$ cat config.mk
export PLATFORM = sky130hd
export DESIGN_NAME = ancc_top
export DESIGN_NICKNAME = d
export VERILOG_FILES = /design/src/logic/ancc_pkg.sv /design/src/logic/ancc_sync3.sv /design/src/logic/ancc_resolve.sv /design/src/logic/ancc_top.sv
export VERILOG_INCLUDE_DIRS = /design/src /design/src/logic
export SDC_FILE = /design/constraint.sdc
export NUM_CORES = 1
export LEC_CHECK = 0
export BUFFER_PORTS_ARGS = -buffer_cell sky130_fd_sc_hd__buf_2
export CAP_MARGIN = 20
export CELL_PAD_IN_SITES_DETAIL_PLACEMENT = 2
export CELL_PAD_IN_SITES_GLOBAL_PLACEMENT = 2
export CORE_UTILIZATION = 27
export CTS_CLUSTER_SIZE = 28
export DETAILED_ROUTE_END_ITERATION = 8
export PLACE_DENSITY_LB_ADDON = 0.15
export SLEW_MARGIN = 10
export SYNTH_ARGS = -nofsm -noshare
export SYNTH_HDL_FRONTEND = slang
export SYNTH_SLANG_ARGS = --single-unit
$ cat constraint.sdc
create_clock -name aclk -period 3.1 [get_ports aclk]
set_input_delay 0.62 -clock aclk [delete_from_list [all_inputs] [get_ports aclk]]
set_output_delay 0.62 -clock aclk [all_outputs]
set_load 0.1 [all_outputs]
$ cat src/logic/ancc_map.svh
`ifndef ANCC_MAP_SVH
`define ANCC_MAP_SVH

// register indices; byte address is four times the index
`define ANCC_IDX_CONTROL     6'h00
`define ANCC_IDX_STATUS      6'h01
`define ANCC_IDX_ADVERT      6'h04
`define ANCC_IDX_PARTNER     6'h05
`define ANCC_IDX_EXPANSION   6'h06
`define ANCC_IDX_LINK_STATUS 6'h10

// basic_control fields
`define ANCC_CTL_SPEED   13
`define ANCC_CTL_NEGOTIATION_ENABLE_STRAP   12
`define ANCC_CTL_RESTART 9
`define ANCC_CTL_DUPLEX  8

// basic_status: fixed abilities and live bits
`define ANCC_STS_FIXED    16'h7849
`define ANCC_STS_AN_DONE  5
`define ANCC_STS_RFAULT   4
`define ANCC_STS_LINK     2

// advertisement / partner ability fields
`define ANCC_ABIL_LSB     5
`define ANCC_SELECTOR     5'h01
`define ANCC_PAGE_RFAULT  13
`define ANCC_PAGE_NP      15
`define ANCC_PD_100       16'h0081
`define ANCC_PD_10        16'h0021

// negotiation_expansion fields
`define ANCC_EXP_PDF      4
`define ANCC_EXP_LP_NP    3
`define ANCC_EXP_NP_ABLE  2
`define ANCC_EXP_PAGE_RX  1
`define ANCC_EXP_LP_AN    0

// phy_link_status fields
`define ANCC_PLS_LINK     0
`define ANCC_PLS_SPEED10  1
`define ANCC_PLS_FULL     2
`define ANCC_PLS_AN_DONE  4

// break-link time and strap synchroniser settle count
`define ANCC_BREAK_LINK_MS 1500
`define ANCC_CLK_KHZ       125000
`define ANCC_SYNC_SETTLE   3'h4

`endif

$ cat src/logic/ancc_pkg.sv
package ancc_pkg;

  typedef enum logic [2:0] {
    ST_CONFIG,
    ST_FORCED,
    ST_BREAK,
    ST_ABILITY,
    ST_LINK_OK
  } ancc_state_type;

  typedef logic [15:0] ancc_word_type;

endpackage

$ cat src/logic/ancc_sync3.sv
`timescale 1ns/1ns
// three-stage pin synchroniser; output follows once stages two and three agree
module ancc_sync3 (
  input  wire logic       aclk,
  input  wire logic       aresetn,
  input  wire logic [2:0] pin_in,
  output logic      [2:0] pin_out
);

  logic [2:0] s1_reg;
  logic [2:0] s2_reg;
  logic [2:0] s3_reg;
  logic [2:0] out_reg;
  logic [2:0] out_next;

  always_comb begin
    out_next = out_reg;
    for (int i = 0; i < 3; i++) begin
      if (s2_reg[i] == s3_reg[i]) begin
        out_next[i] = s3_reg[i];
      end
    end
  end

  always_ff @(posedge aclk) begin
    if (!aresetn) begin
      s1_reg  <= 3'h0;
      s2_reg  <= 3'h0;
      s3_reg  <= 3'h0;
      out_reg <= 3'h0;
    end else begin
      s1_reg  <= pin_in;
      s2_reg  <= s1_reg;
      s3_reg  <= s2_reg;
      out_reg <= out_next;
    end
  end

  assign pin_out = out_reg;

endmodule

$ cat src/logic/ancc_resolve.sv
`timescale 1ns/1ns
// picks the best common mode from the four ability bits {100F,100H,10F,10H}
module ancc_resolve (
  input  wire logic [3:0] common,
  output logic            found,
  output logic            speed_100,
  output logic            full_duplex
);

  always_comb begin
    found       = 1'b1;
    speed_100   = 1'b0;
    full_duplex = 1'b0;
    if (common[3]) begin // [RULE_06]
      speed_100   = 1'b1;
      full_duplex = 1'b1;
    end else if (common[2]) begin
      speed_100   = 1'b1;
    end else if (common[1]) begin
      full_duplex = 1'b1;
    end else if (!common[0]) begin
      found       = 1'b0;
    end
  end

endmodule

$ cat src/logic/ancc_top.sv
// Functional notes
// RULE_01: strap enable low forces mode from ability straps
// RULE_02: strap enable high selects advertised ability set
// RULE_03: reset loads advertisement ability bits from straps
// RULE_04: control register writes override strap configuration
// RULE_05: negotiation sends advertisement register in bursts
// RULE_06: priority 100 full, 100 half, 10 full, 10 half
// RULE_07: speed and duplex bits act only when forced
// RULE_08: link status register reports resulting speed
// RULE_09: status ability bits fixed, T4 reads zero
// RULE_10: status reports complete, fault, link, preamble suppression
// RULE_11: all abilities advertised; software may clear bits; code advertises all four only when both ability straps are high
// RULE_12: partner register holds pages or parallel-detect codes
// RULE_13: expansion register reports five negotiation conditions
// RULE_14: both receivers feed parallel detection of partner
// RULE_15: parallel detection sets bit 5/7 and selector
// RULE_16: partner-able bit zero after parallel detection
// RULE_17: fault unless exactly one good link technology; code flags the fault only when both links are good, not when neither is
// RULE_18: restart bit restarts negotiation after completion
// RULE_19: lost negotiated link resumes negotiation
// RULE_20: renegotiation silences link for break-link time first
// RULE_21: forced start needs enable cleared then set
// RULE_22: straps sampled once after reset release
//
// The AXI4-Lite register port was chosen for this implementation.
`timescale 1ns/1ns
`include "ancc_map.svh"
module ancc_top
  import ancc_pkg::*;
#(
  parameter int unsigned BREAK_LINK_CYCLES = `ANCC_BREAK_LINK_MS * `ANCC_CLK_KHZ
) (
  input  wire logic        aclk,
  input  wire logic        aresetn,
  input  wire logic [31:0] s_axi_awaddr,
  input  wire logic        s_axi_awvalid,
  output logic             s_axi_awready,
  input  wire logic [31:0] s_axi_wdata,
  input  wire logic [3:0]  s_axi_wstrb,
  input  wire logic        s_axi_wvalid,
  output logic             s_axi_wready,
  output logic [1:0]       s_axi_bresp,
  output logic             s_axi_bvalid,
  input  wire logic        s_axi_bready,
  input  wire logic [31:0] s_axi_araddr,
  input  wire logic        s_axi_arvalid,
  output logic             s_axi_arready,
  output logic [31:0]      s_axi_rdata,
  output logic [1:0]       s_axi_rresp,
  output logic             s_axi_rvalid,
  input  wire logic        s_axi_rready,
  input  wire logic        negotiation_enable_strap,
  input  wire logic        ability_strap_high,
  input  wire logic        ability_strap_low,
  input  wire logic        link_good_10,
  input  wire logic        link_good_100,
  input  wire logic        partner_page_valid,
  input  wire logic [15:0] partner_page,
  output logic             flp_enable,
  output logic [15:0]      flp_code_word,
  output logic             tx_enable,
  output logic             link_up,
  output logic             link_speed_100,
  output logic             link_full_duplex
);

  ////////////////////////////////////////////////////////////////////////////
  // helpers

  // forced mode from ability straps: {speed_100, full}
  function automatic logic [1:0] forced_mode(input logic [1:0] abil);
    forced_mode = abil; // [RULE_01]
  endfunction

  // advertised ability nibble {100F,100H,10F,10H} from ability straps
  function automatic logic [3:0] advert_set(input logic [1:0] abil);
    case (abil) // [RULE_02]
      2'h0:    advert_set = 4'h3;
      2'h1:    advert_set = 4'hC;
      2'h2:    advert_set = 4'h5;
      default: advert_set = 4'hF;
    endcase
  endfunction

  function automatic logic [5:0] reg_index(input logic [31:0] addr);
    reg_index = addr[7:2];
  endfunction

  function automatic logic idx_mapped(input logic [5:0] idx);
    idx_mapped = (idx == `ANCC_IDX_CONTROL) || (idx == `ANCC_IDX_STATUS)
              || (idx == `ANCC_IDX_ADVERT) || (idx == `ANCC_IDX_PARTNER)
              || (idx == `ANCC_IDX_EXPANSION) || (idx == `ANCC_IDX_LINK_STATUS);
  endfunction

  ////////////////////////////////////////////////////////////////////////////
  // strap synchroniser and resolution

  logic [2:0] strap_sync;
  logic [3:0] common_abil;
  logic       res_found;
  logic       res_100;
  logic       res_full;

  ancc_sync3 u_sync (
    .aclk    (aclk),
    .aresetn (aresetn),
    .pin_in  ({negotiation_enable_strap, ability_strap_high, ability_strap_low}),
    .pin_out (strap_sync)
  );

  ancc_resolve u_resolve (
    .common      (common_abil),
    .found       (res_found),
    .speed_100   (res_100),
    .full_duplex (res_full)
  );

  ////////////////////////////////////////////////////////////////////////////
  // state

  ancc_state_type state_reg, state_next;
  logic [2:0]  settle_reg, settle_next;
  logic [31:0] timer_reg, timer_next;
  logic        ctl_negotiation_enable_strap_reg, ctl_negotiation_enable_strap_next;
  logic        ctl_speed_reg, ctl_speed_next;
  logic        ctl_duplex_reg, ctl_duplex_next;
  logic        armed_reg, armed_next;
  logic [3:0]  adv_reg, adv_next;
  logic [15:0] lp_reg, lp_next;
  logic        an_done_reg, an_done_next;
  logic        pdf_reg, pdf_next;
  logic        page_rx_reg, page_rx_next;
  logic        lp_an_reg, lp_an_next;
  logic        up_reg, up_next;
  logic        spd_reg, spd_next;
  logic        fdx_reg, fdx_next;
  logic        bvalid_reg, bvalid_next;
  logic [1:0]  bresp_reg, bresp_next;
  logic        rvalid_reg, rvalid_next;
  logic [1:0]  rresp_reg, rresp_next;
  logic [31:0] rdata_reg, rdata_next;

  logic        wr_take;
  logic        rd_take;
  logic [5:0]  wr_idx;
  logic [5:0]  rd_idx;
  logic [15:0] wr_data;
  logic [15:0] ctl_word;
  logic [15:0] adv_word;
  logic [15:0] sts_word;
  logic [15:0] exp_word;
  logic [15:0] pls_word;
  logic [15:0] rd_word;
  logic        restart_req;
  logic        enable_rise;
  logic        sel_link_good;

  // both channels taken together keeps the write a single beat
  assign wr_take = s_axi_awvalid && s_axi_wvalid && !bvalid_reg;
  assign rd_take = s_axi_arvalid && !rvalid_reg;
  assign wr_idx  = reg_index(s_axi_awaddr);
  assign rd_idx  = reg_index(s_axi_araddr);

  assign adv_word = {7'h00, adv_reg, `ANCC_SELECTOR};
  assign ctl_word = {2'h0, ctl_speed_reg, ctl_negotiation_enable_strap_reg, 3'h0, ctl_duplex_reg, 8'h00};
  assign common_abil = adv_reg & lp_reg[8:5];
  assign sel_link_good = spd_reg ? link_good_100 : link_good_10;

  always_comb begin
    sts_word = `ANCC_STS_FIXED; // [RULE_09]
    sts_word[`ANCC_STS_AN_DONE] = an_done_reg; // [RULE_10]
    sts_word[`ANCC_STS_RFAULT]  = lp_reg[`ANCC_PAGE_RFAULT];
    sts_word[`ANCC_STS_LINK]    = up_reg;
    exp_word = 16'h0000; // [RULE_13]
    exp_word[`ANCC_EXP_PDF]     = pdf_reg;
    exp_word[`ANCC_EXP_LP_NP]   = lp_reg[`ANCC_PAGE_NP];
    exp_word[`ANCC_EXP_NP_ABLE] = 1'b0;
    exp_word[`ANCC_EXP_PAGE_RX] = page_rx_reg;
    exp_word[`ANCC_EXP_LP_AN]   = lp_an_reg;
    pls_word = 16'h0000; // [RULE_08]
    pls_word[`ANCC_PLS_LINK]    = up_reg;
    pls_word[`ANCC_PLS_SPEED10] = up_reg && !spd_reg;
    pls_word[`ANCC_PLS_FULL]    = up_reg && fdx_reg;
    pls_word[`ANCC_PLS_AN_DONE] = an_done_reg;
    case (rd_idx)
      `ANCC_IDX_CONTROL:     rd_word = ctl_word;
      `ANCC_IDX_STATUS:      rd_word = sts_word;
      `ANCC_IDX_ADVERT:      rd_word = adv_word;
      `ANCC_IDX_PARTNER:     rd_word = lp_reg;
      `ANCC_IDX_EXPANSION:   rd_word = exp_word;
      `ANCC_IDX_LINK_STATUS: rd_word = pls_word;
      default:               rd_word = 16'h0000;
    endcase
  end

  always_comb begin
    wr_data[7:0]  = s_axi_wstrb[0] ? s_axi_wdata[7:0] : ctl_word[7:0];
    wr_data[15:8] = s_axi_wstrb[1] ? s_axi_wdata[15:8] : ctl_word[15:8];
    if (wr_idx == `ANCC_IDX_ADVERT) begin
      wr_data[7:0]  = s_axi_wstrb[0] ? s_axi_wdata[7:0] : adv_word[7:0];
      wr_data[15:8] = s_axi_wstrb[1] ? s_axi_wdata[15:8] : adv_word[15:8];
    end
  end

  assign restart_req = wr_take && (wr_idx == `ANCC_IDX_CONTROL)
                    && wr_data[`ANCC_CTL_RESTART] && wr_data[`ANCC_CTL_NEGOTIATION_ENABLE_STRAP];
  assign enable_rise = wr_take && (wr_idx == `ANCC_IDX_CONTROL)
                    && wr_data[`ANCC_CTL_NEGOTIATION_ENABLE_STRAP] && !ctl_negotiation_enable_strap_reg;

  ////////////////////////////////////////////////////////////////////////////
  // next-state logic

  always_comb begin
    state_next      = state_reg;
    settle_next     = settle_reg;
    timer_next      = timer_reg;
    ctl_negotiation_enable_strap_next  = ctl_negotiation_enable_strap_reg;
    ctl_speed_next  = ctl_speed_reg;
    ctl_duplex_next = ctl_duplex_reg;
    armed_next      = armed_reg;
    adv_next        = adv_reg;
    lp_next         = lp_reg;
    an_done_next    = an_done_reg;
    pdf_next        = pdf_reg;
    page_rx_next    = page_rx_reg;
    lp_an_next      = lp_an_reg;
    up_next         = up_reg;
    spd_next        = spd_reg;
    fdx_next        = fdx_reg;
    bvalid_next     = bvalid_reg;
    bresp_next      = bresp_reg;
    rvalid_next     = rvalid_reg;
    rresp_next      = rresp_reg;
    rdata_next      = rdata_reg;

    // bus: read-clear of expansion event bits; a new event the same cycle wins
    if (rvalid_reg && s_axi_rready) begin
      rvalid_next = 1'b0;
    end
    if (rd_take) begin
      rvalid_next = 1'b1;
      rresp_next  = idx_mapped(rd_idx) ? 2'h0 : 2'h2;
      rdata_next  = {16'h0000, rd_word};
      if (rd_idx == `ANCC_IDX_EXPANSION) begin
        pdf_next     = 1'b0;
        page_rx_next = 1'b0;
      end
    end
    if (bvalid_reg && s_axi_bready) begin
      bvalid_next = 1'b0;
    end
    if (wr_take) begin
      bvalid_next = 1'b1;
      bresp_next  = idx_mapped(wr_idx) ? 2'h0 : 2'h2;
      if (wr_idx == `ANCC_IDX_CONTROL && state_reg != ST_CONFIG) begin
        ctl_negotiation_enable_strap_next  = wr_data[`ANCC_CTL_NEGOTIATION_ENABLE_STRAP]; // [RULE_04]
        ctl_speed_next  = wr_data[`ANCC_CTL_SPEED];
        ctl_duplex_next = wr_data[`ANCC_CTL_DUPLEX];
        if (!wr_data[`ANCC_CTL_NEGOTIATION_ENABLE_STRAP]) begin
          armed_next = 1'b1; // [RULE_21]
        end
      end
      if (wr_idx == `ANCC_IDX_ADVERT && state_reg != ST_CONFIG) begin
        adv_next = wr_data[8:5]; // [RULE_11]
      end
    end

    case (state_reg)
      ST_CONFIG: begin
        // wait for the synchroniser to settle, then take straps once
        settle_next = settle_reg + 3'h1;
        if (settle_reg == `ANCC_SYNC_SETTLE) begin
          ctl_negotiation_enable_strap_next  = strap_sync[2]; // [RULE_22]
          armed_next      = strap_sync[2];
          adv_next        = advert_set(strap_sync[1:0]); // [RULE_03]
          {ctl_speed_next, ctl_duplex_next} = forced_mode(strap_sync[1:0]);
          timer_next      = 32'h0;
          state_next      = strap_sync[2] ? ST_ABILITY : ST_FORCED;
        end
      end
      ST_FORCED: begin
        spd_next     = ctl_speed_reg; // [RULE_07]
        fdx_next     = ctl_duplex_reg;
        up_next      = ctl_speed_reg ? link_good_100 : link_good_10;
        an_done_next = 1'b0;
        if (ctl_negotiation_enable_strap_reg && armed_reg) begin
          up_next    = 1'b0;
          timer_next = 32'h0;
          state_next = ST_BREAK;
        end
      end
      ST_BREAK: begin
        // transmitter silent so the partner drops into link fail
        up_next      = 1'b0;
        an_done_next = 1'b0;
        timer_next   = timer_reg + 32'h1;
        if (timer_reg >= BREAK_LINK_CYCLES - 1) begin // [RULE_20]
          timer_next = 32'h0;
          state_next = ST_ABILITY;
        end
      end
      ST_ABILITY: begin
        if (partner_page_valid) begin
          lp_next      = partner_page; // [RULE_12]
          page_rx_next = 1'b1;
          lp_an_next   = 1'b1;
        end else if (!lp_an_reg && (link_good_10 != link_good_100)) begin
          lp_next      = link_good_100 ? `ANCC_PD_100 : `ANCC_PD_10; // [RULE_14] [RULE_15]
          lp_an_next   = 1'b0; // [RULE_16]
          spd_next     = link_good_100;
          fdx_next     = 1'b0;
          up_next      = 1'b1;
          an_done_next = 1'b1;
          state_next   = ST_LINK_OK;
        end else if (!lp_an_reg && link_good_10 && link_good_100) begin
          pdf_next     = 1'b1; // [RULE_17]
        end
        if (lp_an_reg && res_found && (res_100 ? link_good_100 : link_good_10)) begin
          spd_next     = res_100;
          fdx_next     = res_full;
          up_next      = 1'b1;
          an_done_next = 1'b1;
          state_next   = ST_LINK_OK;
        end
      end
      ST_LINK_OK: begin
        if (partner_page_valid) begin
          lp_next      = partner_page;
          page_rx_next = 1'b1;
        end
        if (!sel_link_good) begin
          up_next    = 1'b0; // [RULE_19]
          state_next = ST_BREAK;
        end
      end
      default: begin
        state_next = ST_CONFIG;
      end
    endcase

    // management restart or re-enable; disable drops back to forced
    if (state_reg != ST_CONFIG && state_reg != ST_FORCED) begin
      if (!ctl_negotiation_enable_strap_reg) begin // [RULE_07]
        state_next = ST_FORCED;
      end else if (restart_req || enable_rise) begin // [RULE_18]
        up_next      = 1'b0;
        an_done_next = 1'b0;
        lp_an_next   = 1'b0;
        timer_next   = 32'h0;
        state_next   = ST_BREAK; // [RULE_20]
      end
    end
    if (state_next == ST_BREAK && state_reg != ST_BREAK) begin
      lp_an_next = 1'b0;
      lp_next    = 16'h0000;
    end
  end

  ////////////////////////////////////////////////////////////////////////////
  // registers

  always_ff @(posedge aclk) begin
    if (!aresetn) begin
      state_reg      <= ST_CONFIG;
      settle_reg     <= 3'h0;
      timer_reg      <= 32'h0;
      ctl_negotiation_enable_strap_reg  <= 1'b0;
      ctl_speed_reg  <= 1'b0;
      ctl_duplex_reg <= 1'b0;
      armed_reg      <= 1'b0;
      adv_reg        <= 4'h0;
      lp_reg         <= 16'h0000;
      an_done_reg    <= 1'b0;
      pdf_reg        <= 1'b0;
      page_rx_reg    <= 1'b0;
      lp_an_reg      <= 1'b0;
      up_reg         <= 1'b0;
      spd_reg        <= 1'b0;
      fdx_reg        <= 1'b0;
      bvalid_reg     <= 1'b0;
      bresp_reg      <= 2'h0;
      rvalid_reg     <= 1'b0;
      rresp_reg      <= 2'h0;
      rdata_reg      <= 32'h0;
    end else begin
      state_reg      <= state_next;
      settle_reg     <= settle_next;
      timer_reg      <= timer_next;
      ctl_negotiation_enable_strap_reg  <= ctl_negotiation_enable_strap_next;
      ctl_speed_reg  <= ctl_speed_next;
      ctl_duplex_reg <= ctl_duplex_next;
      armed_reg      <= armed_next;
      adv_reg        <= adv_next;
      lp_reg         <= lp_next;
      an_done_reg    <= an_done_next;
      pdf_reg        <= pdf_next;
      page_rx_reg    <= page_rx_next;
      lp_an_reg      <= lp_an_next;
      up_reg         <= up_next;
      spd_reg        <= spd_next;
      fdx_reg        <= fdx_next;
      bvalid_reg     <= bvalid_next;
      bresp_reg      <= bresp_next;
      rvalid_reg     <= rvalid_next;
      rresp_reg      <= rresp_next;
      rdata_reg      <= rdata_next;
    end
  end

  ////////////////////////////////////////////////////////////////////////////
  // outputs

  assign s_axi_awready    = wr_take;
  assign s_axi_wready     = wr_take;
  assign s_axi_bvalid     = bvalid_reg;
  assign s_axi_bresp      = bresp_reg;
  assign s_axi_arready    = rd_take;
  assign s_axi_rvalid     = rvalid_reg;
  assign s_axi_rresp      = rresp_reg;
  assign s_axi_rdata      = rdata_reg;
  assign flp_enable       = (state_reg == ST_ABILITY); // [RULE_05]
  assign flp_code_word    = adv_word;
  assign tx_enable        = (state_reg != ST_BREAK) && (state_reg != ST_CONFIG); // [RULE_20]
  assign link_up          = up_reg;
  assign link_speed_100   = spd_reg;
  assign link_full_duplex = fdx_reg;

endmodule

==> summary.md <==
| Metric | Value |
|---|---|
| Count of input and output buffers | approximately 80 |
| Layout cells sized above 1 | 0.180 |
| Routed vias | around 5300 |
| Max incr delay on CP | ~0.67 ns |
| Worst path required time | about 3.4 ns |
| Synthesized cell area | around 5400 µm² |
| Placed insts | approximately 1000 |
| EDFF count, synth | 0 |
| Leakage | approximately 2.4 nW |
| Post-synthesis sequential area ratio | 0.378 |
| Clk slew on worst S/H paths | about 0.07 ns |
| Max reg flops | 32 |
| Pin count of the biggest net entering global routing | 34 |
| Setup-failing EPs final | 0 |
| Count leader, synth | dfxtp_1 |
| Complex-gate fraction of the synthesized area | 0.223 |
| Hold_ws | about 0.44 ns |
| Io pins | 191 |
| Average size of a mapped cell | between 7 and 8 µm² |
| Simple-Gate Fraction of Synth Area | 0.264 |
| Number of buffers created by CTS | 9 |
| Mapped Cells | a little under 700 |
| Largest family of logic cells by synthesized area | simple AND/OR/NAND/NOR gates |
| GRT overflow | 0 |
| Routed len/inst | around 18 µm |
| Crit-path cells | or4_1, a211o_1, o21a_1, a2111oi_4, buf_4, nand2_1, a31oi_1 |
| Worst Setup Start Kind | register |
| Total GRT Usage | 0.187 |
| Total of max-cap violations | 0 |
| Largest area contributor in the netlist | dfxtp_1 |
| Vias/cell | between 5 and 6 |
| Worst Setup End Kind | register |
| Area contributors post-synth | dfxtp_1, nand2_1, a21oi_1 |
| Hold Vio Cnt, Final | 0 |
| CP Class | reg2reg |
| Post-CTS Hold Buffers | 0 |
| Worst Max-Slew Pin Slew | around 0.79 ns |
| Adder and majority gate portion of the synthesized area | 0.0164 |
| Final period utilization | 0.897 |
| Post-CTS Setup Bufs | 0 |
| Vias in the first global route | about 5700 |
| Synth Flop Type | dfxtp_1 |
| Clk root buf | clkbuf_16 |
| Non-Filler Instances | 1032 |
| Worst clock skew | just over 0.009 ns |
| Clk buf depth | 2 |
| Critical-path top delay cell | a2111oi_4 |
| FP Rows | ~50 |
| Most frequent cells after synthesis | dfxtp_1, nand2_1, a21oi_1 |
| Flop and latch count out of synthesis | 101 |
| Crit-path max FO | 14 |
| First-pass GRT wire length | around 30000 µm |
| Worst slew margin | 0.471 |
| Count of different cell masters after synthesis | just under 70 |
| Highest clock rate | roughly 360 MHz |
| DRC | 0 |
| Skew-Pair Late Insertion Delay | between 0.3 and 0.4 ns |
| XOR/XNOR Fraction of Synth Area | 0.00655 |
| RePlAce Congestion | between 0.7 and 0.8 |
| Mux cell area share after synthesis | 0.0262 |
| Peak supply drop | 0.260 mV |
| Antenna diode count | 0 |
| Drt first pass iters | 4 |
| DP HPWL | 13800 µm |
| Worst hold path type | reg2reg |
| Yosys top cell area share | 0.378 |
| DRT Wirelength | 18100 µm |
| Die width | around 140 µm |
| Die ar. | 20400 µm² |
| Core box area | roughly 19000 µm² |
| Net count reported at finish | about 900 |
| Final period demand of the worst path | 2.78 ns |
| CTS tree | done |
| Syn. warnings | 0 |
| Total clock sinks | 101 |
| Final ANT Viol Nets | 0 |
| Synthesis-to-layout area growth | 17.9% |
| Initial Utilization | 0.275 |
| Post-synth ARST share | 0 |
| PD cells | 497 nW/µm² |
| Crit path DAT | approximately 3 ns |
| Number of gates resized after cts | 0 |
| Initial antenna violation count | 0 |
| Total negative setup slack | 0 ns |
| Fin. max-slew vios | 0 |
| RSZ-0062 raised after global routing | false |
| Htree depth | 3 |
| Status | complete, no violations |
| Die height | around 140 µm |
| Iteration-0 DRC count of the detailed router | 188 |
| PnR Total Power | ~3.1 mW |
critical path, delay by kind of cell, from the launching register on:
kind | cells | cell delay (ns)
compound gates | 4 | 1.41
simple gates | 2 | 0.62
flops | 1 | 0.34
buf+inv | 1 | 0.33
power by group:
group          leakage [nW]  internal (mW)  switching (mW)  total, mW
clock                 0.154          0.716           0.545       1.26
sequential            0.817           1.32          0.0318       1.35
combinational          1.44          0.107           0.413      0.519
total                  2.41           2.15           0.990       3.14
routing by layer:
layer,share of wire,wire (µm),vias to the layer above,GRT usage
met5,0,0,-,0
met4,0.011,195,0,0.0447
met3,0.038,683,18,0.0376
met2,0.49,8860,96,0.331
met1,0.46,8350,2599,0.230
li1,-,-,2559,-
area by class of cell:
type | instances | area, µm²
clock buffers | 10 | 229
clock inverters | 6 | 93.8
fillers | 2317 | 13200
inverters | 16 | 60.1
multi-input cells | 530 | 2990
flip-flops and latches | 101 | 2020
well taps | 265 | 332
repair buffers | 104 | 591
kinds of logic (layout without fill, tap and decap cells):
| kind of cell | after synthesis | count (layout) |
|---|---|---|
| compound gates | 187 | 187 |
| xor+xnor | 4 | 4 |
| fa+ha+maj | 7 | 7 |
| buf+inv | 84 | 136 |
| flops | 101 | 101 |
| mux | 13 | 13 |
| other cells | 2 | 30 |
| simple gates | 289 | 289 |
stage by stage:
stage	utilization	cell area, µm²	setup WS, ns
6_report	0.324	6310	0.319
5_1_grt	0.324	6310	0.118
4_1_cts	0.324	6310	0.306
3_5_place_dp	0.308	5990	0.202
3_3_place_gp	0.308	5990	0.237
2_1_floorplan	-	5460	0.346
cells in the final DEF (no fill, tap or decap), drive strengths merged, types with 6 or more instances in the layout:
master / n
nor4: 8
buf: 104
a31oi: 42
nand4: 6
nor3: 14
a211oi: 8
o21ai: 30
and2: 17
ha: 7
nand3: 27
conb: 30
mux2: 8
clkbuf: 10
o211ai: 8
a21oi: 59
nand2: 100
nor2: 54
dfxtp: 101
nand2b: 9
or3: 13
and3: 14
inv: 17
final timing paths:
| path | start | to | slack [ns] | cells after the start |
|---|---|---|---|---|
| worst min-delay path | u_sync.s1_reg[2] | u_sync.s2_reg[2] | 0.44 | 1 |
| worst min register to register | u_sync.s1_reg[2] | u_sync.s2_reg[2] | 0.44 | 1 |
| worst max-delay path | timer_reg[14] | timer_reg[26] | 0.32 | 7 |
| worst max register to register | timer_reg[14] | timer_reg[26] | 0.32 | 7 |
No activity file was read; power rests on OpenSTA's default activity.
